[src/uart_regmap_pkg.sv]
// Summary of operation
// (RULE1) Modem control bit 4 set enters loopback; clearing it leaves loopback.
// (RULE2) In loopback the transmit shifter output feeds the receive shifter input.
// (RULE3) In loopback the transmit pin stays high (mark).
// (RULE4) In loopback request-to-send and terminal-ready pins stay de-asserted.
// (RULE5) In loopback the four modem input pins are ignored.
// (RULE6) FIFOs, status flags and interrupts keep working during loopback.
// (RULE7) The far end holds the receive pin high throughout loopback.
// (RULE8) Divisor access, key absent: addresses 0 and 1 are divisor low and high.
// (RULE9) Divisor access with enhanced functions on: address 2 is divisor fraction.
// (RULE10) Divisor access with zero divisor: reads at 0 and 1 give revision, ident.
// (RULE11) Line control bit 7 clear: address 0 reads receive, writes transmit holding.
// (RULE12) Address 1 is interrupt enable in the normal bank.
// (RULE13) Address 2 reads interrupt status and writes queue control in normal bank.
// (RULE14) Address 3 is always line control.
// (RULE15) Address 4 is modem control in the normal bank.
// (RULE16) Key absent: address 5 reads line status.
// (RULE17) Address 6 reads modem status; writes go to control when enhanced on.
// (RULE18) Key absent, feature bit 6 clear: address 7 is scratch pad.
// (RULE19) Key absent, feature bit 6 set: address 7 writes mode select, reads level.
// (RULE20) Key present: addresses 0, 1, 2 are level count, feature, enhanced function.
// (RULE21) Key present: addresses 4 to 7 are resume 1, resume 2, pause 1, pause 2.
`default_nettype none
package uart_regmap_pkg;
  // Register addresses on the three address lines.
  localparam logic [2:0] ADDR_0 = 3'h0;
  localparam logic [2:0] ADDR_1 = 3'h1;
  localparam logic [2:0] ADDR_2 = 3'h2;
  localparam logic [2:0] ADDR_3 = 3'h3;
  localparam logic [2:0] ADDR_4 = 3'h4;
  localparam logic [2:0] ADDR_5 = 3'h5;
  localparam logic [2:0] ADDR_6 = 3'h6;
  localparam logic [2:0] ADDR_7 = 3'h7;
  // Line control value that opens the enhanced bank.
  localparam logic [7:0] BANK_KEY = 8'hBF;
  // Field positions.
  localparam int DIV_ACCESS_BIT = 7;
  localparam int ENH_ENABLE_BIT = 4;
  localparam int FEAT_BANK_BIT = 6;
  localparam int LOOPBACK_BIT = 4;
  localparam int DTR_BIT = 0;
  localparam int RTS_BIT = 1;
  localparam int OUT1_BIT = 2;
  localparam int OUT2_BIT = 3;
  // Reset values.
  localparam logic [7:0] REG_RESET = 8'h00;
  localparam logic [18:0] SYNC_RESET = 19'h000FF;
  // Identity values; arbitrary, chosen only to be non-zero and distinct.
  localparam logic [7:0] REVISION_VALUE = 8'h01;
  localparam logic [7:0] IDENT_VALUE = 8'h5A;
  // Index of each stored register.
  localparam int REG_COUNT = 14;
  localparam int IDX_DIV_LOW = 0;
  localparam int IDX_DIV_HIGH = 1;
  localparam int IDX_DIV_FRAC = 2;
  localparam int IDX_IRQ_EN = 3;
  localparam int IDX_LINE_CTL = 4;
  localparam int IDX_MODEM_CTL = 5;
  localparam int IDX_SCRATCH = 6;
  localparam int IDX_FEATURE = 7;
  localparam int IDX_ENH_FUNC = 8;
  localparam int IDX_RESUME_1 = 9;
  localparam int IDX_RESUME_2 = 10;
  localparam int IDX_PAUSE_1 = 11;
  localparam int IDX_PAUSE_2 = 12;
  localparam int IDX_MSTAT_CTL = 13;
  // Register selected by one access.
  typedef enum logic [4:0] {
    sel_none, sel_rx_holding, sel_tx_holding, sel_div_low, sel_div_high,
    sel_revision, sel_ident, sel_div_frac, sel_irq_enable, sel_irq_status,
    sel_queue_ctl, sel_line_ctl, sel_modem_ctl, sel_line_status, sel_modem_status,
    sel_mstat_ctl, sel_scratch, sel_mode_select, sel_level, sel_feature,
    sel_enh_func, sel_resume_1, sel_resume_2, sel_pause_1, sel_pause_2
  } sel_t;
endpackage
`default_nettype wire
[src/uart_regmap_loopback.sv]
`timescale 1ns/10ps
`default_nettype none
module uart_regmap_loopback (
  // Clock and reset.
  input wire logic i_core_clk,
  input wire logic i_rst_n,
  // Host parallel bus pins.
  input wire logic i_cs_n,
  input wire logic i_ior_n,
  input wire logic i_iow_n,
  input wire logic [2:0] i_addr,
  input wire logic [7:0] i_data,
  output logic [7:0] o_data,
  output logic o_data_oe,
  // Serial and modem pins.
  input wire logic i_rx_pin,
  output logic o_tx_pin,
  input wire logic i_cts_n,
  input wire logic i_dsr_n,
  input wire logic i_carrier_detect_n,
  input wire logic i_ring_indicator_n,
  output logic o_rts_n,
  output logic o_dtr_n,
  // Serial paths to the shifters and modem status logic.
  input wire logic i_tsr_serial,
  output logic o_rsr_serial,
  output logic o_core_cts_n,
  output logic o_core_dsr_n,
  output logic o_core_carrier_detect_n,
  output logic o_core_ring_indicator_n,
  // Values read from the rest of the UART.
  input wire logic [7:0] i_rx_holding,
  input wire logic [7:0] i_irq_status,
  input wire logic [7:0] i_line_status,
  input wire logic [7:0] i_modem_status,
  input wire logic [7:0] i_fifo_level,
  // Access strobes to the rest of the UART.
  output logic o_rx_read,
  output logic o_irq_status_read,
  output logic o_line_status_read,
  output logic o_modem_status_read,
  output logic o_tx_write,
  output logic o_queue_write,
  output logic o_mode_select_write,
  output logic [7:0] o_wr_data,
  // Stored register values.
  output logic [7:0] o_divisor_low,
  output logic [7:0] o_divisor_high,
  output logic [7:0] o_divisor_fraction,
  output logic [7:0] o_irq_enable,
  output logic [7:0] o_line_control,
  output logic [7:0] o_modem_control,
  output logic [7:0] o_feature_control,
  output logic [7:0] o_enhanced_function,
  output logic [7:0] o_resume_char_1,
  output logic [7:0] o_resume_char_2,
  output logic [7:0] o_pause_char_1,
  output logic [7:0] o_pause_char_2,
  output logic [7:0] o_modem_status_ctl,
  output logic o_loopback
);
  import uart_regmap_pkg::*;

  ////////////////////////////////////////////////////////////////////////////
  // Pin synchronisers.

  logic [18:0] sync1_q;
  logic [18:0] sync2_q;
  logic [18:0] sync3_q;
  logic [18:0] flt_q;
  logic [18:0] flt_d;

  // Three stages; a bit changes only once stages two and three agree.
  always_ff @(posedge i_core_clk or negedge i_rst_n)
  begin
    if (!i_rst_n)
    begin
      sync1_q <= SYNC_RESET;
      sync2_q <= SYNC_RESET;
      sync3_q <= SYNC_RESET;
      flt_q <= SYNC_RESET;
    end
    else
    begin
      sync1_q <= {i_data, i_addr, i_iow_n, i_ior_n, i_cs_n, i_rx_pin, i_cts_n,
                  i_dsr_n, i_carrier_detect_n, i_ring_indicator_n};
      sync2_q <= sync1_q;
      sync3_q <= sync2_q;
      flt_q <= flt_d;
    end
  end

  // Bitwise agreement filter.
  assign flt_d = (sync3_q & ~(sync2_q ^ sync3_q)) | (flt_q & (sync2_q ^ sync3_q));

  logic [7:0] host_data;
  logic [2:0] host_addr;
  logic rd_act;
  logic wr_act;
  assign host_data = flt_q[18:11];
  assign host_addr = flt_q[10:8];
  assign wr_act = ~flt_q[5] & ~flt_q[7];
  assign rd_act = ~flt_q[5] & ~flt_q[6];

  ////////////////////////////////////////////////////////////////////////////
  // Register decode.

  logic [7:0] reg_q [REG_COUNT];
  logic div_zero;
  assign div_zero = (reg_q[IDX_DIV_LOW] == REG_RESET) && (reg_q[IDX_DIV_HIGH] == REG_RESET);

  // Picks the register for one access from address and banking state.
  function automatic sel_t decode(input logic [2:0] addr, input logic [7:0] line_ctl,
                                  input logic enh_on, input logic feat_bank,
                                  input logic dzero, input logic wr);
    logic key;
    logic dlab;
    key = (line_ctl == BANK_KEY);
    dlab = line_ctl[DIV_ACCESS_BIT];
    decode = sel_none;
    unique case (addr)
      ADDR_0:
        // (RULE20) Level count in key bank.
        if (key)
          decode = wr ? sel_none : sel_level;
        // (RULE8) (RULE10) Divisor or revision.
        else if (dlab)
          decode = (!wr && dzero) ? sel_revision : sel_div_low;
        // (RULE11) Holding registers.
        else
          decode = wr ? sel_tx_holding : sel_rx_holding;
      ADDR_1:
        // (RULE20) Feature control.
        if (key)
          decode = sel_feature;
        // (RULE8) (RULE10) Divisor high or ident.
        else if (dlab)
          decode = (!wr && dzero) ? sel_ident : sel_div_high;
        // (RULE12) Interrupt enable.
        else
          decode = sel_irq_enable;
      ADDR_2:
        // (RULE20) Enhanced function.
        if (key)
          decode = sel_enh_func;
        // (RULE9) Fractional divisor.
        else if (dlab && enh_on)
          decode = sel_div_frac;
        // (RULE13) Status and queue control.
        else
          decode = wr ? sel_queue_ctl : sel_irq_status;
      // (RULE14) Line control always.
      ADDR_3:
        decode = sel_line_ctl;
      ADDR_4:
        // (RULE21) (RULE15) Resume one or modem control.
        decode = key ? sel_resume_1 : sel_modem_ctl;
      ADDR_5:
        // (RULE21) (RULE16) Resume two or line status.
        if (key)
          decode = sel_resume_2;
        else
          decode = wr ? sel_none : sel_line_status;
      ADDR_6:
        // (RULE21) (RULE17) Pause one or modem status.
        if (key)
          decode = sel_pause_1;
        else if (wr)
          decode = enh_on ? sel_mstat_ctl : sel_none;
        else
          decode = sel_modem_status;
      ADDR_7:
        // (RULE21) Pause two in key bank.
        if (key)
          decode = sel_pause_2;
        // (RULE19) Mode select or level count.
        else if (feat_bank)
          decode = wr ? sel_mode_select : sel_level;
        // (RULE18) Scratch pad.
        else
          decode = sel_scratch;
    endcase
  endfunction

  sel_t rd_sel;
  sel_t wr_sel;
  logic [7:0] wr_data_q;
  logic [2:0] wr_addr_q;
  logic rd_act_q;
  logic wr_act_q;
  logic rd_start;
  logic wr_end;

  assign rd_start = rd_act & ~rd_act_q;
  assign wr_end = ~wr_act & wr_act_q;
  assign rd_sel = decode(host_addr, reg_q[IDX_LINE_CTL], reg_q[IDX_ENH_FUNC][ENH_ENABLE_BIT],
                         reg_q[IDX_FEATURE][FEAT_BANK_BIT], div_zero, 1'b0);
  assign wr_sel = decode(wr_addr_q, reg_q[IDX_LINE_CTL], reg_q[IDX_ENH_FUNC][ENH_ENABLE_BIT],
                         reg_q[IDX_FEATURE][FEAT_BANK_BIT], div_zero, 1'b1);

  ////////////////////////////////////////////////////////////////////////////
  // Host strobes.

  // Address and data are captured while the write strobe is low and held after it rises, since the
  // commit happens only after the strobe has risen and the bus may move.
  always_ff @(posedge i_core_clk or negedge i_rst_n)
  begin
    if (!i_rst_n)
    begin
      rd_act_q <= 1'b0;
      wr_act_q <= 1'b0;
      wr_data_q <= REG_RESET;
      wr_addr_q <= ADDR_0;
    end
    else
    begin
      rd_act_q <= rd_act;
      wr_act_q <= wr_act;
      if (wr_act)
      begin
        wr_data_q <= host_data;
        wr_addr_q <= host_addr;
      end
    end
  end

  logic [7:0] rd_mux;

  // Read data source for the selected register.
  always_comb
  begin
    rd_mux = REG_RESET;
    unique case (rd_sel)
      sel_rx_holding: rd_mux = i_rx_holding;
      sel_div_low: rd_mux = reg_q[IDX_DIV_LOW];
      sel_div_high: rd_mux = reg_q[IDX_DIV_HIGH];
      sel_revision: rd_mux = REVISION_VALUE;
      sel_ident: rd_mux = IDENT_VALUE;
      sel_div_frac: rd_mux = reg_q[IDX_DIV_FRAC];
      sel_irq_enable: rd_mux = reg_q[IDX_IRQ_EN];
      sel_irq_status: rd_mux = i_irq_status;
      sel_line_ctl: rd_mux = reg_q[IDX_LINE_CTL];
      sel_modem_ctl: rd_mux = reg_q[IDX_MODEM_CTL];
      sel_line_status: rd_mux = i_line_status;
      sel_modem_status: rd_mux = i_modem_status;
      sel_scratch: rd_mux = reg_q[IDX_SCRATCH];
      sel_level: rd_mux = i_fifo_level;
      sel_feature: rd_mux = reg_q[IDX_FEATURE];
      sel_enh_func: rd_mux = reg_q[IDX_ENH_FUNC];
      sel_resume_1: rd_mux = reg_q[IDX_RESUME_1];
      sel_resume_2: rd_mux = reg_q[IDX_RESUME_2];
      sel_pause_1: rd_mux = reg_q[IDX_PAUSE_1];
      sel_pause_2: rd_mux = reg_q[IDX_PAUSE_2];
      default: rd_mux = REG_RESET;
    endcase
  end

  // Read data is captured once at the strobe start and held, so a status
  // value cannot change under the host during one read.
  always_ff @(posedge i_core_clk or negedge i_rst_n)
  begin
    if (!i_rst_n)
    begin
      o_data <= REG_RESET;
      o_data_oe <= 1'b0;
      o_rx_read <= 1'b0;
      o_irq_status_read <= 1'b0;
      o_line_status_read <= 1'b0;
      o_modem_status_read <= 1'b0;
    end
    else
    begin
      o_data_oe <= rd_act;
      if (rd_start)
        o_data <= rd_mux;
      o_rx_read <= rd_start && (rd_sel == sel_rx_holding);
      o_irq_status_read <= rd_start && (rd_sel == sel_irq_status);
      o_line_status_read <= rd_start && (rd_sel == sel_line_status);
      o_modem_status_read <= rd_start && (rd_sel == sel_modem_status);
    end
  end

  // Write strobes toward the transmit holding, queue control and mode select.
  always_ff @(posedge i_core_clk or negedge i_rst_n)
  begin
    if (!i_rst_n)
    begin
      o_tx_write <= 1'b0;
      o_queue_write <= 1'b0;
      o_mode_select_write <= 1'b0;
      o_wr_data <= REG_RESET;
    end
    else
    begin
      o_tx_write <= wr_end && (wr_sel == sel_tx_holding);
      o_queue_write <= wr_end && (wr_sel == sel_queue_ctl);
      o_mode_select_write <= wr_end && (wr_sel == sel_mode_select);
      if (wr_end)
        o_wr_data <= wr_data_q;
    end
  end

  ////////////////////////////////////////////////////////////////////////////
  // Stored registers.

  int wr_idx;

  // Index of the stored register a write lands in, or -1 for none.
  always_comb
  begin
    wr_idx = -1;
    unique case (wr_sel)
      sel_div_low: wr_idx = IDX_DIV_LOW;
      sel_div_high: wr_idx = IDX_DIV_HIGH;
      sel_div_frac: wr_idx = IDX_DIV_FRAC;
      sel_irq_enable: wr_idx = IDX_IRQ_EN;
      sel_line_ctl: wr_idx = IDX_LINE_CTL;
      sel_modem_ctl: wr_idx = IDX_MODEM_CTL;
      sel_scratch: wr_idx = IDX_SCRATCH;
      sel_feature: wr_idx = IDX_FEATURE;
      sel_enh_func: wr_idx = IDX_ENH_FUNC;
      sel_resume_1: wr_idx = IDX_RESUME_1;
      sel_resume_2: wr_idx = IDX_RESUME_2;
      sel_pause_1: wr_idx = IDX_PAUSE_1;
      sel_pause_2: wr_idx = IDX_PAUSE_2;
      sel_mstat_ctl: wr_idx = IDX_MSTAT_CTL;
      default: wr_idx = -1;
    endcase
  end

  // (RULE1) Stored register writes, modem control with the loopback bit among them.
  always_ff @(posedge i_core_clk or negedge i_rst_n)
  begin
    if (!i_rst_n)
    begin
      for (int i = 0; i < REG_COUNT; i++)
        reg_q[i] <= REG_RESET;
    end
    else if (wr_end && (wr_idx >= 0))
      reg_q[wr_idx] <= wr_data_q;
  end

  assign o_divisor_low = reg_q[IDX_DIV_LOW];
  assign o_divisor_high = reg_q[IDX_DIV_HIGH];
  assign o_divisor_fraction = reg_q[IDX_DIV_FRAC];
  assign o_irq_enable = reg_q[IDX_IRQ_EN];
  assign o_line_control = reg_q[IDX_LINE_CTL];
  assign o_modem_control = reg_q[IDX_MODEM_CTL];
  assign o_feature_control = reg_q[IDX_FEATURE];
  assign o_enhanced_function = reg_q[IDX_ENH_FUNC];
  assign o_resume_char_1 = reg_q[IDX_RESUME_1];
  assign o_resume_char_2 = reg_q[IDX_RESUME_2];
  assign o_pause_char_1 = reg_q[IDX_PAUSE_1];
  assign o_pause_char_2 = reg_q[IDX_PAUSE_2];
  assign o_modem_status_ctl = reg_q[IDX_MSTAT_CTL];
  assign o_loopback = reg_q[IDX_MODEM_CTL][LOOPBACK_BIT];

  ////////////////////////////////////////////////////////////////////////////
  // Loopback routing.

  logic [7:0] mctl;
  assign mctl = reg_q[IDX_MODEM_CTL];

  // Only the pin paths are rerouted; FIFOs, flags and interrupts downstream
  // get the looped-back serial and modem signals on the same ports as in normal operation.
  // (RULE6) Transparent rerouting.
  always_ff @(posedge i_core_clk or negedge i_rst_n)
  begin
    if (!i_rst_n)
    begin
      o_tx_pin <= 1'b1;
      o_rsr_serial <= 1'b1;
      o_rts_n <= 1'b1;
      o_dtr_n <= 1'b1;
      o_core_cts_n <= 1'b1;
      o_core_dsr_n <= 1'b1;
      o_core_carrier_detect_n <= 1'b1;
      o_core_ring_indicator_n <= 1'b1;
    end
    else if (o_loopback)
    begin
      // (RULE3) Transmit pin marks.
      o_tx_pin <= 1'b1;
      // (RULE2) Transmit fed back internally.
      o_rsr_serial <= i_tsr_serial;
      // (RULE4) Modem outputs de-asserted.
      o_rts_n <= 1'b1;
      o_dtr_n <= 1'b1;
      // (RULE5) Pins ignored, control bits fed back.
      o_core_cts_n <= ~mctl[RTS_BIT];
      o_core_dsr_n <= ~mctl[DTR_BIT];
      o_core_ring_indicator_n <= ~mctl[OUT1_BIT];
      o_core_carrier_detect_n <= ~mctl[OUT2_BIT];
    end
    else
    begin
      o_tx_pin <= i_tsr_serial;
      o_rsr_serial <= flt_q[4];
      o_rts_n <= ~mctl[RTS_BIT];
      o_dtr_n <= ~mctl[DTR_BIT];
      o_core_cts_n <= flt_q[3];
      o_core_dsr_n <= flt_q[2];
      o_core_carrier_detect_n <= flt_q[1];
      o_core_ring_indicator_n <= flt_q[0];
    end
  end

  logic key_now;
  assign key_now = (reg_q[IDX_LINE_CTL] == BANK_KEY);
endmodule
`default_nettype wire

[config.mk]
export PLATFORM = sky130hd
export DESIGN_NAME = uart_regmap_loopback
export DESIGN_NICKNAME = d
export VERILOG_FILES = /design/src/uart_regmap_pkg.sv /design/src/uart_regmap_loopback.sv
export SDC_FILE = /design/constraint.sdc
export NUM_CORES = 1
export LEC_CHECK = 0
export BUFFER_PORTS_ARGS = -buffer_cell sky130_fd_sc_hd__buf_2
export CAP_MARGIN = 25
export CORE_UTILIZATION = 35
export CTS_BUF_LIST = sky130_fd_sc_hd__clkbuf_2
export CTS_CLUSTER_DIAMETER = 50
export DETAILED_ROUTE_END_ITERATION = 12
export MAX_ROUTING_LAYER = met4
export PLACE_DENSITY = 0.5
export SLEW_MARGIN = 20
export SYNTH_ARGS = -nofsm -noshare
export SYNTH_HDL_FRONTEND = slang
export SYNTH_SLANG_ARGS = --single-unit
[constraint.sdc]
create_clock -name i_core_clk -period 5.2 [get_ports i_core_clk]
set_clock_uncertainty 0.1 [all_clocks]
set_input_delay 0.26 -clock i_core_clk [delete_from_list [all_inputs] [get_ports i_core_clk]]
set_output_delay 0.26 -clock i_core_clk [all_outputs]
set_load 0.02 [all_outputs]
Word-level counts from Yosys, hierarchy flattened
Memories as Yosys holds them, arrays and structs flattened.
Index checks and enable logic that the tools add are counted.
{"block": "op_classes", "n_eq_ne": 38, "n_lt_le_gt_ge": 3, "muxes": 38, "n_reduce_logical": 15, "n_bitwise": 19}
{"op": "8-bit case mux with 20 select lines", "count": 1}
{"op": "112-bit bitwise mux", "count": 1}
{"op": "5-bit case mux with 8 select lines", "count": 2}
{"op": "5-bit two-way mux", "count": 10}
{"op": "5-bit == test (second input constant)", "count": 9}
{"op": "19-bit AND", "count": 2}
{"op": "5-bit by 4-bit == test with 1-bit output (second input constant)", "count": 7}
{"op": "8-bit demux with 4-bit select", "count": 1}
{"op": "32-bit by 1-bit greater-or-equal comparator with 1-bit output (second input constant)", "count": 1}
{"op": "32-bit by 5-bit greater-or-equal comparator with 1-bit output (second input constant)", "count": 1}
{"op": "32-bit by 1-bit less-than comparator with 1-bit output (second input constant)", "count": 1}
{"op": "32-bit inverter", "count": 1}
{"op": "4-bit two-way mux", "count": 7}
{"op": "3-bit == test (second input constant)", "count": 8}
{"op": "5-bit by 3-bit == test with 1-bit output (second input constant)", "count": 4}
{"op": "19-bit inverter", "count": 1}
{"op": "19-bit bitwise OR", "count": 1}
{"op": "19-bit bitwise XOR", "count": 1}
{"op": "8-bit logical NOT", "count": 2}
{"op": "3-bit by 2-bit == test with 1-bit output (second input constant)", "count": 4}
{"op": "1-bit logical AND", "count": 11}
{"op": "5-bit by 2-bit == test with 1-bit output (second input constant)", "count": 2}
{"op": "1-bit two-way mux", "count": 10}
{"op": "1-bit inverter", "count": 9}
{"op": "8 further kinds", "count": 16}
{"block": "word_totals", "romBits": 1024, "memories": 1, "output_inout_bits": 137, "wordCells": 153, "regBits": 232}
{"memory": "(no name shown)", "words": 32, "word_bits": 32, "read_ports": 1, "rd_ports_with_merged_regs": 0, "write_ports": 0, "line": "uart_regmap_loopback.sv:312", "rtl": "unique case (wr_sel)"}

Depth between registers and ports, before layout
Gate-level depths: netlist of the first run.
An unclocked memory read counts as a cell.
{"block": "depth", "depth_word": 11, "mapped_depth": 19, "ltp_nobuf": 14}

Worst setup path before layout of the first run
No wires, ideal clock.
{"block": "synth_path", "path_type": "register to register", "start": "reg reg_q (netlist bit o_line_control[7])", "end": "reg reg_q (netlist bit o_divisor_low[0])", "stages_incl_launch_ff": 18, "n_path_buf": 4, "t_arrival_ns": 3.839, "setup_slack_ns": 1.136, "t_required_ns": 4.975, "cell_sequence": "dfrtp_1 -> buf_4 -> nand4b_4 -> nor2_1 -> clkbuf_1 -> buf_1 -> o21ai_0 -> nor2_1 -> nor2_1 -> inv_1 -> ha_1 -> inv_1 -> a2111oi_0 -> a2bb2oi_1 -> or2_2 -> clkbuf_1 -> nor3_2 -> mux2_2"}
{"block": "synth_via", "elab_chain_len": 11, "elab_cells_between_ends": 23}
{"item": "start: declaration", "line": "uart_regmap_loopback.sv:108", "rtl": "logic [7:0] reg_q [REG_COUNT];"}
{"item": "start signal: indexed assignment", "line": "uart_regmap_loopback.sv:340", "rtl": "reg_q[wr_idx] <= wr_data_q;"}
{"item": "branches (longest 3 deep; another with 8-bit == test)"}
{"item": "5-bit case mux with 8 select lines *", "line": "uart_regmap_loopback.sv:121", "rtl": "unique case (addr)"}
{"item": "memory read 32 x 32 bit *"}
{"item": "32-bit inverter (not written as such)", "line": "uart_regmap_loopback.sv:340"}
{"item": "32-bit by 5-bit greater-or-equal comparator with 1-bit output (not written as such) or 32-bit by 1-bit less-than comparator with 1-bit output (tied branches)", "line": "uart_regmap_loopback.sv:340"}
{"item": "1-bit logical AND (not written as such)", "line": "uart_regmap_loopback.sv:340"}
{"item": "8-bit two-way mux (not written as such)", "line": "uart_regmap_loopback.sv:340"}
{"item": "8-bit demux with 4-bit select", "line": "uart_regmap_loopback.sv:340"}
{"item": "112-bit bitwise mux", "line": "uart_regmap_loopback.sv:340"}
Mark *: on every way between the ends.
A chain may end at the register's enable or synchronous reset.

Final worst setup path of the first run
{"block": "layout_path", "start": "reg reg_q (netlist bit o_line_control[7])", "end": "reg reg_q (netlist bit o_resume_char_1[2])"}
Same word-level chain as after synthesis.

==> results_dict.tcl, run 1 <==
set metrics [dict create \
    status "finished clean" \
    critPathMaxFanout 21 \
    max_freq_ghz 0.2169 \
    grt-ovfl-total 0 \
    grt_max_degree 125 \
    die_y_um 177.4 \
    ys_seq_area_share_pct 54.39 \
    post-route-drc-count 0 \
    viasPerCell 5.121 \
    worst-r2r-cell-count 13 \
    yosysMostFrequentCell "dfrtp_1" \
    antenna_found_initial 2 \
    cts-root-buf "clkbuf_2" \
    grt_pass1_wl_mm 50.26 \
    end_kind "register" \
    clock_sinks 232 \
    fin_total_pwr_mw 6.035 \
    cap_violations 0 \
    post_drt_wl_per_cell_um 22.22 \
    final_antenna_net_count 0 \
    critical_path_required_ps 5830 \
    finalSetupViolCount 0 \
    place_area_um2 11440 \
    cellLeakagePower_nw 6.205 \
    start_util_pct 35.94 \
    min_from "sync2_q[0]$_DFF_PN1_" \
    p_comb_share_pct 33.8 \
    ys_ff_latch 232 \
    clock_latency_ps 890 \
    layout_min_cycle_time_ps 4610 \
    portBuffers 198 \
    largest_registers "sync1_q: 19 flops, sync2_q: 19 flops, sync3_q: 19 flops" \
    syn_inst 880 \
    tightest_slew_ps 974.7 \
    hold_end "sync3_q[0]$_DFF_PN1_" \
    drt_wl_total_mm 33.71 \
    hold_violations 0 \
    r2r_slack_ps 590 \
    rsz0062_at_grt "no" \
    drt_first_iter_violations 414 \
    switchingPower_mw 2.477 \
    async_reset_ff_share_pct 100.0 \
    dp_hpwl_mm 23.72 \
    sw_frac_of_total_pct 41.04 \
    powerDensity_nw_per_um2 476.4 \
    synth_top_cells_by_count "dfrtp_1 (192), mux2_2 (122), buf_4 (107), nand2_1 (43), dfstp_2 (40)" \
    htreeDepth 2 \
    globalplace.congestion 0.9106 \
    first_pass_iters 5 \
    synth_area_leaders "dfrtp_1 (45%), mux2_2 (13%), dfstp_2 (9.8%)" \
    area_growth_pct 17.66 \
    grt_pass1_vias 7940 \
    tns_ps 0 \
    r2r_start "o_line_control[7]$_DFFE_PN0P_" \
    final_cell_area_um2 12670 \
    cts_buffers 60 \
    track_usage_pct 22.38 \
    clk_path_buf_depth 3 \
    syn_area_um2 10770 \
    synth-main-ff-cell "dfrtp_1" \
    syn_nets 947 \
    yosysTopAreaCell "dfrtp_1" \
    yosysTopAreaCellShare_pct 44.63 \
    p_clk_share_pct 20.9 \
    die_x_um 177.4 \
    ioPinCount 199 \
    p_int_mw 3.558 \
    synth_edf_count 0 \
    dieArea_um2 31470 \
    syn_area_per_cell_um2 12.23 \
    worstReg2RegEnd "o_resume_char_1[2]$_DFFE_PN0P_" \
    peakVddDrop_mv 0.1772 \
    dr_total_vias 7768 \
    path_class "register to register" \
    rows 63 \
    seq_area_um2 5856 \
    synth_cell_types 68 \
    clkTransAtPathRegs_ps 100 \
    cts_resized 0 \
    synth_warnings 0 \
    hold_class "register to register" \
    start_kind "register" \
    arrival_ps 5240 \
    fin_crit_sh_pct 88.66 \
    core_region_area_um2 29950 \
    cts_tree "yes" \
    drive_gt1_share_pct 44.80 \
    max_slew_margin_pct 35.02 \
    fill_cells 2980 \
    slew_viol_final 0 \
    seqPwrFrac_pct 45.4 \
    multi_input_area_um2 3905 \
    whs_path_depth 0 \
    fin_nets 1144 \
]
-- layout by cell type, fill, tap and decap left out, types with 5 or more instances in the layout --
| cell type | Yosys | layout |
|---|---|---|
| buf_2 | 2 | 197 |
| dfrtp_1 | 192 | 192 |
| mux2_2 | 122 | 122 |
| clkbuf_2 | 0 | 100 |
| dlygate4sd3_1 | 0 | 64 |
| nand2_1 | 43 | 43 |
| dfstp_2 | 40 | 40 |
| nor2_1 | 34 | 33 |
| nand3_1 | 26 | 26 |
| a21oi_1 | 26 | 26 |
| o21ai_0 | 22 | 21 |
| a22oi_1 | 19 | 19 |
| mux2i_1 | 19 | 19 |
| maj3_1 | 19 | 19 |
| buf_4 | 107 | 16 |
| inv_1 | 14 | 14 |
| nor3_1 | 13 | 13 |
| nand2b_1 | 8 | 8 |
| mux2_4 | 8 | 8 |
| o211ai_1 | 7 | 7 |
| nor4_1 | 7 | 7 |
| and3_1 | 7 | 7 |
| a221o_1 | 7 | 7 |
| a31oi_1 | 6 | 6 |
| a222oi_1 | 6 | 6 |
| nor2b_1 | 5 | 5 |
| o32a_1 | 5 | 5 |
| a221oi_1 | 5 | 5 |
| mux2_1 | 5 | 5 |
| ha_1 | 5 | 5 |
| clkinv_1 | 0 | 5 |
-- cell families (layout without fill, tap and decap cells) --
group / count (synthesis) / in the layout / share of synthesized area (%)
other cells: 0 / 2 / 0
fa+ha+maj: 24 / 24 / 2.347
xor+xnor: 1 / 1 / 0.08136
compound gates: 140 / 140 / 9.367
flops: 232 / 232 / 54.39
buf+inv: 159 / 404 / 9.367
mux: 154 / 154 / 16.17
simple gates: 170 / 170 / 8.286
-- worst max-delay path, cell delays in order (launching register included) --
cell	delay, ps
dfrtp_1	610
nand4b_4	260
nor2_2	80
buf_4	220
a21o_1	190
a21oi_1	390
inv_1	160
ha_1	340
inv_1	80
a2111oi_0	400
a2bb2oi_1	180
and2b_1	360
or4b_1	740
mux2_4	390
-- worst max-delay path by stage --
stage / start / endpoint / slack (ps) / cells after the start
floorplan: o_line_control[7]$_DFFE_PN0P_ / o_divisor_low[0]$_DFFE_PN0P_ / 1140 / 17
global placement: o_line_control[7]$_DFFE_PN0P_ / o_resume_char_1[7]$_DFFE_PN0P_ / 710 / 13
detailed placement: o_line_control[7]$_DFFE_PN0P_ / o_resume_char_1[3]$_DFFE_PN0P_ / 610 / 13
CTS: o_line_control[7]$_DFFE_PN0P_ / o_resume_char_1[2]$_DFFE_PN0P_ / 620 / 13
global route: o_line_control[7]$_DFFE_PN0P_ / o_resume_char_1[2]$_DFFE_PN0P_ / 410 / 13
finish: o_line_control[7]$_DFFE_PN0P_ / o_resume_char_1[2]$_DFFE_PN0P_ / 590 / 13
-- metrics by stage --
stage	hold WS, ps	instances	util, %	worst slack [ps]
3_5_place_dp	234.7	1340	38.20	608.4
4_1_cts	215.8	1515	42.28	621.2
6_report	231.9	1517	42.29	589.6
3_3_place_gp	232.2	1340	38.20	705.4
2_1_floorplan	-135.6	880	-	1136
5_1_grt	217.1	1517	42.29	411.9
-- routing by layer --
metal  part of all wire (%)  wire length (µm)  track usage (%)
met1                     45             15010            29.71
met5                      0                 0                -
met4                    2.3               775            7.229
met2                     47             15750            34.00
met3                    6.5              2176            4.777
-- layout make-up --
type | count | area share [%]
antenna | 2 | 0.03951
clock buffer | 100 | 3.951
clock inverter | 10 | 0.4148
inverter | 14 | 0.4148
multi-input combinational | 489 | 30.82
sequential | 232 | 46.22
tap | 390 | 3.852
timing repair buffer | 280 | 14.28
-- power groups by stage --
| stage | logic, mW | registers [mW] | clock network (mW) |
|---|---|---|---|
| finish | 2.04 | 2.74 | 1.26 |
| CTS | 2.04 | 2.75 | 1.32 |
| global placement | 1.97 | 2.78 | 0 |
| global route | 2.19 | 2.81 | 1.41 |
| floorplan | 1.67 | 2.58 | 0 |
| detailed placement | 1.97 | 2.78 | 0 |
-- timing repair --
item,CTS,global route
hold buffers,65,0
endpoints found under the hold margin,143,0
setup buffers,0,0
Note: power is estimated with default switching activity, not from simulation.
==> inputs of run 2 (changes only) <==
--- a/config.mk
+++ b/config.mk
@@ -11,8 +11,10 @@
 export CTS_BUF_LIST = sky130_fd_sc_hd__clkbuf_2
 export CTS_CLUSTER_DIAMETER = 50
 export DETAILED_ROUTE_END_ITERATION = 12
+export HOLD_SLACK_MARGIN = 0.08
 export MAX_ROUTING_LAYER = met4
 export PLACE_DENSITY = 0.5
+export RECOVER_POWER = 100
 export SLEW_MARGIN = 20
 export SYNTH_ARGS = -nofsm -noshare
 export SYNTH_HDL_FRONTEND = slang
==> results_dict.tcl, run 2 (synthesis gave the netlist of run 1 again) <==
set metrics [dict create \
    hold_class "register to register" \
    area_growth_pct 14.91 \
    cts_resized 0 \
    dp.cells 1340 \
    fin_nets 1144 \
    cellLeakagePower_nw 5.578 \
    final_util_pct 41.30 \
    grt_pass1_vias 7940 \
    final_common_cell "dfrtp_1" \
    cts_setup_buffers 0 \
    slew_viol_final 237 \
    layout_min_cycle_time_ps 4721 \
    max_freq_ghz 0.2118 \
    path_class "register to register" \
    status "finished with violations" \
    core_region_area_um2 29950 \
    cts_buffers 60 \
    post_drt_wl_per_cell_um 22.30 \
    fin_crit_sh_pct 90.79 \
    hold_violations 0 \
    top_usage_layer "met2" \
    max_slew_margin_pct -49.23 \
    drt_wl_total_mm 33.83 \
    fin_total_pwr_mw 5.912 \
    final_cell_mix "dfrtp_1 (192), clkbuf_1 (146), mux2_2 (122)" \
    worst-r2r-cell-count 14 \
    end_kind "register" \
    start_kind "register" \
    antenna_found_initial 2 \
    clkTransAtPathRegs_ps 100 \
    die_x_um 177.4 \
    tightest_slew_ps 2238 \
    critPathMaxFanout 21 \
    met2_usage_pct 34.00 \
    viasPerCell 5.119 \
    gr-usage-met1_pct 29.71 \
    setup_ws_ps 479.1 \
    finalSetupViolCount 0 \
    grt_max_degree 125 \
    grt-ovfl-total 0 \
    grt_pass1_wl_mm 50.26 \
    dieArea_um2 31470 \
    violations "max-capacitance violations, max-slew violations" \
    portBuffers 198 \
    clock_sinks 232 \
    drt_first_iter_violations 582 \
    ioPinCount 199 \
    clk_path_buf_depth 3 \
    cap_violations 3 \
    gr-usage-met3_pct 4.777 \
    critical_path_required_ps 5810 \
    track_usage_pct 22.38 \
    tns_ps 0 \
    rows 63 \
    start_util_pct 35.94 \
    peakVddDrop_mv 0.1800 \
    hold_buffers 65 \
    htreeDepth 2 \
    arrival_ps 5330 \
    dp_hpwl_mm 23.72 \
    cts_tree "yes" \
    globalplace.congestion 0.9106 \
    dpl_worst_slack_ps 608.4 \
    clock_latency_ps 890 \
    first_pass_iters 5 \
    largest_registers "sync1_q: 19 flops, sync2_q: 19 flops, sync3_q: 19 flops" \
    powerDensity_nw_per_um2 477.8 \
    stdcell_count 1517 \
    dr_total_vias 7766 \
    whs_path_depth 0 \
    drive_gt1_share_pct 30.13 \
    die_y_um 177.4 \
    final_antenna_net_count 0 \
    post-route-drc-count 0 \
    cts-root-buf "clkbuf_2" \
    rsz0062_at_grt "no" \
]
## run 2: path summary, 6_finish.rpt
kind,end,from,slack [ps]
hold / removal,sync3_q[0]$_DFF_PN1_,sync2_q[0]$_DFF_PN1_,220
min in group asynchronous,async pin,i_rst_n,1780
hold reg to reg,sync3_q[0]$_DFF_PN1_,sync2_q[0]$_DFF_PN1_,220
max in group asynchronous,o_divisor_fraction[6]$_DFFE_PN0P_,i_rst_n,1070
setup / recovery,o_enhanced_function[6]$_DFFE_PN0P_,o_line_control[7]$_DFFE_PN0P_,480
setup reg to reg,o_enhanced_function[6]$_DFFE_PN0P_,o_line_control[7]$_DFFE_PN0P_,480
## run 2: per-layer routing
layer / share of wire [%] / routed length (µm) / up-vias
met5: 0 / 0 / -
met1: 45 / 15070 / 3920
met4: 2.2 / 742 / 0
met2: 47 / 15730 / 264
met3: 6.7 / 2275 / 49
li1: - / - / 3533
## run 2: final cells by class
cell class              instances  area [µm²]
diodes                          2       5.005
well taps                     390       488.0
fillers                      3053       17580
multi-input cells             489        3856
flip-flops and latches        232        5856
clock buffers                 100       500.5
repair buffers                280        1562
clock inverters                10       52.55
inverters                      14       52.55
## run 2: where the power goes
part	internal [mW]	leakage (nW)	switching, mW	total [mW]
Clock	0.507	0.441	0.750	1.26
Combinational	0.712	2.24	1.20	1.91
Sequential	2.22	2.90	0.523	2.74
## run 2: stage by stage
step           area [µm²]  hold slack (ps)
6_report            12370            219.2
5_1_grt             12370            217.0
4_1_cts             12660            215.8
3_5_place_dp        11440            234.7
3_3_place_gp        11440            232.2
2_1_floorplan       10770           -135.6
## run 2: critical path, cell delays in order (launching register included)
cell	delay, ps
dfrtp_1	620
nand4b_4	260
nor2_1	100
buf_4	230
a21o_1	190
a21oi_1	390
inv_1	160
ha_1	340
inv_1	80
a2111oi_0	400
a2bb2oi_1	180
or2_2	360
nor3_1	230
clkbuf_1	530
mux2_2	400
==> inputs of run 3 (changes only) <==
--- a/config.mk
+++ b/config.mk
@@ -15,6 +15,7 @@
 export MAX_ROUTING_LAYER = met4
 export PLACE_DENSITY = 0.5
 export RECOVER_POWER = 100
+export REMOVE_ABC_BUFFERS = 1
 export SLEW_MARGIN = 20
 export SYNTH_ARGS = -nofsm -noshare
 export SYNTH_HDL_FRONTEND = slang
==> results_dict.tcl, run 3 (synthesis gave the netlist of run 1 again) <==
set metrics [dict create \
    status "finished with violations" \
    violations "max-capacitance violations, max-slew violations" \
    fin_nets 1142 \
    dp_hpwl_mm 23.01 \
    critical_path_required_ps 5820 \
    critPathMostFrequentCell "dlygate4sd3_1" \
    post-route-drc-count 0 \
    cts-root-buf "clkbuf_2" \
    hold_violations 0 \
    switchingPower_mw 2.472 \
    antenna_found_initial 1 \
    cts_tree "yes" \
    sw_frac_of_total_pct 41.47 \
    slew_viol_final 251 \
    clock_sinks 232 \
    cp_cell_sequence "nand4b_4 > nor2_2 > buf_4 > nor3_1 > clkbuf_1 > a221oi_1 > o2111ai_1 > a211o_1 > dlygate4sd3_1 > o32a_1 > dlygate4sd3_1" \
    rows 63 \
    clk_path_buf_depth 3 \
    fin_crit_sh_pct 92.59 \
    cap_violations 4 \
    dieArea_um2 31470 \
    drt_wl_total_mm 33.12 \
    setup_ws_ps 385.1 \
    end_kind "register" \
    tightest_slew_ps 1911 \
    peakVddDrop_mv 0.2515 \
    seq_area_um2 5856 \
    hold_class "register to register" \
    cts_setup_buffers 0 \
    dr_total_vias 7766 \
    path_class "register to register" \
    whs_ps 228.7 \
    grt_pass1_vias 7892 \
    grt_pass1_wl_mm 49.57 \
    layout_min_cycle_time_ps 4815 \
    p_comb_share_pct 32.0 \
    finalSetupViolCount 0 \
    post_drt_wl_per_cell_um 21.89 \
    drive_gt1_share_pct 29.71 \
    clkTransAtPathRegs_ps 120 \
    rsz0062_at_grt "no" \
    fill_cells 3018 \
    multi_input_area_um2 3864 \
    first_pass_iters 8 \
    portBuffers 198 \
    max_slew_margin_pct -27.39 \
    area_growth_pct 15.06 \
    max_freq_ghz 0.2077 \
    core_region_area_um2 29950 \
    final_common_cell "dfrtp_1" \
    seqPwrFrac_pct 46.0 \
    die_x_um 177.4 \
    start_util_pct 35.94 \
    final_antenna_net_count 0 \
    dpl_worst_slack_ps 650.9 \
    globalplace.congestion 0.8548 \
    ioPinCount 199 \
    arrival_ps 5430 \
    grt_max_degree 128 \
    largest_registers "sync1_q: 19 flops, sync2_q: 19 flops, sync3_q: 19 flops" \
    track_usage_pct 21.97 \
    cts_buffers 61 \
    cpMaxStageDelayCell "dfrtp_1" \
    final_cell_mix "dfrtp_1 (192), clkbuf_1 (145), mux2_2 (122)" \
    cellLeakagePower_nw 5.573 \
    p_int_mw 3.489 \
    clock_latency_ps 900 \
    critPathMaxFanout 29 \
    grt-ovfl-total 0 \
    powerDensity_nw_per_um2 481.2 \
    cts_resized 0 \
    slowest_delay_ps 750 \
    fin_total_pwr_mw 5.962 \
    tns_ps 0 \
    die_y_um 177.4 \
    htreeDepth 2 \
    p_clk_share_pct 22.0 \
    drt_first_iter_violations 649 \
    start_kind "register" \
    viasPerCell 5.133 \
]
run 3: cell count changes in the layout (fill, tap and decap cells not counted), moves of 3 or more:
cell / delta
dfstp_1: +4
dfstp_2: -4
buf_4: -3
clkinv_2: -3
run 3: layout make-up:
class,count,share of cell area (%)
timing repair buffer,277,12.47
antenna,2,0.04040
clock buffer,101,4.080
inverter,14,0.4242
clock inverter,8,0.5858
sequential,232,47.27
tap,390,3.939
multi-input combinational,489,31.19
run 3: metrics by stage:
stage	instance area (µm²)	std cells	util, %
2_1_floorplan	9811	735	-
4_1_cts	12680	1511	42.34
6_report	12390	1513	41.36
3_3_place_gp	11430	1336	38.15
5_1_grt	12390	1513	41.36
3_5_place_dp	11430	1336	38.15
run 3: worst paths after layout:
path                                               start                    end  slack, ps  depth (start not counted)
min                                sync1_q[15]$_DFF_PN0_  sync2_q[15]$_DFF_PN0_        230                          0
max reg2reg                o_line_control[7]$_DFFE_PN0P_  o_data[6]$_DFFE_PN0P_        390                         11
min reg2reg                        sync1_q[15]$_DFF_PN0_  sync2_q[15]$_DFF_PN0_        230                          0
max                        o_line_control[7]$_DFFE_PN0P_  o_data[6]$_DFFE_PN0P_        390                         11
min in group asynchronous                        i_rst_n   sync1_q[6]$_DFF_PN1_       1510                          3
max in group asynchronous                        i_rst_n   sync1_q[8]$_DFF_PN0_       1320                          4
run 3: timing repair:
item | 4_1_cts | 5_1_grt
endpoints found under the setup margin | 0 | 0
hold endpoints to repair | 237 | 0
hold buffers | 66 | 0
run 3: power by group through the flow:
stage	Clock [mW]	Combinational [mW]	Sequential (mW)
2_1_floorplan	0	0.836	2.99
3_3_place_gp	0	1.96	2.78
3_5_place_dp	0	1.96	2.78
4_1_cts	1.36	2.04	2.75
5_1_grt	1.47	2.05	2.81
6_report	1.31	1.91	2.74
run 3: critical path: cells and delay by family (launching register included):
family	cells	cell delay, ps
buffers and inverters	4	1740
DFF	1	750
AOI/OAI and AO/OA	4	1280
and+or+nand+nor	3	780
run 3: layer usage:
metal,wire [µm],vias to the layer above,GRT usage [%]
li1,-,3503,-
met1,14660,3919,28.88
met2,15360,286,33.72
met3,2310,58,5.420
met4,796,0,5.912
met5,0,-,-
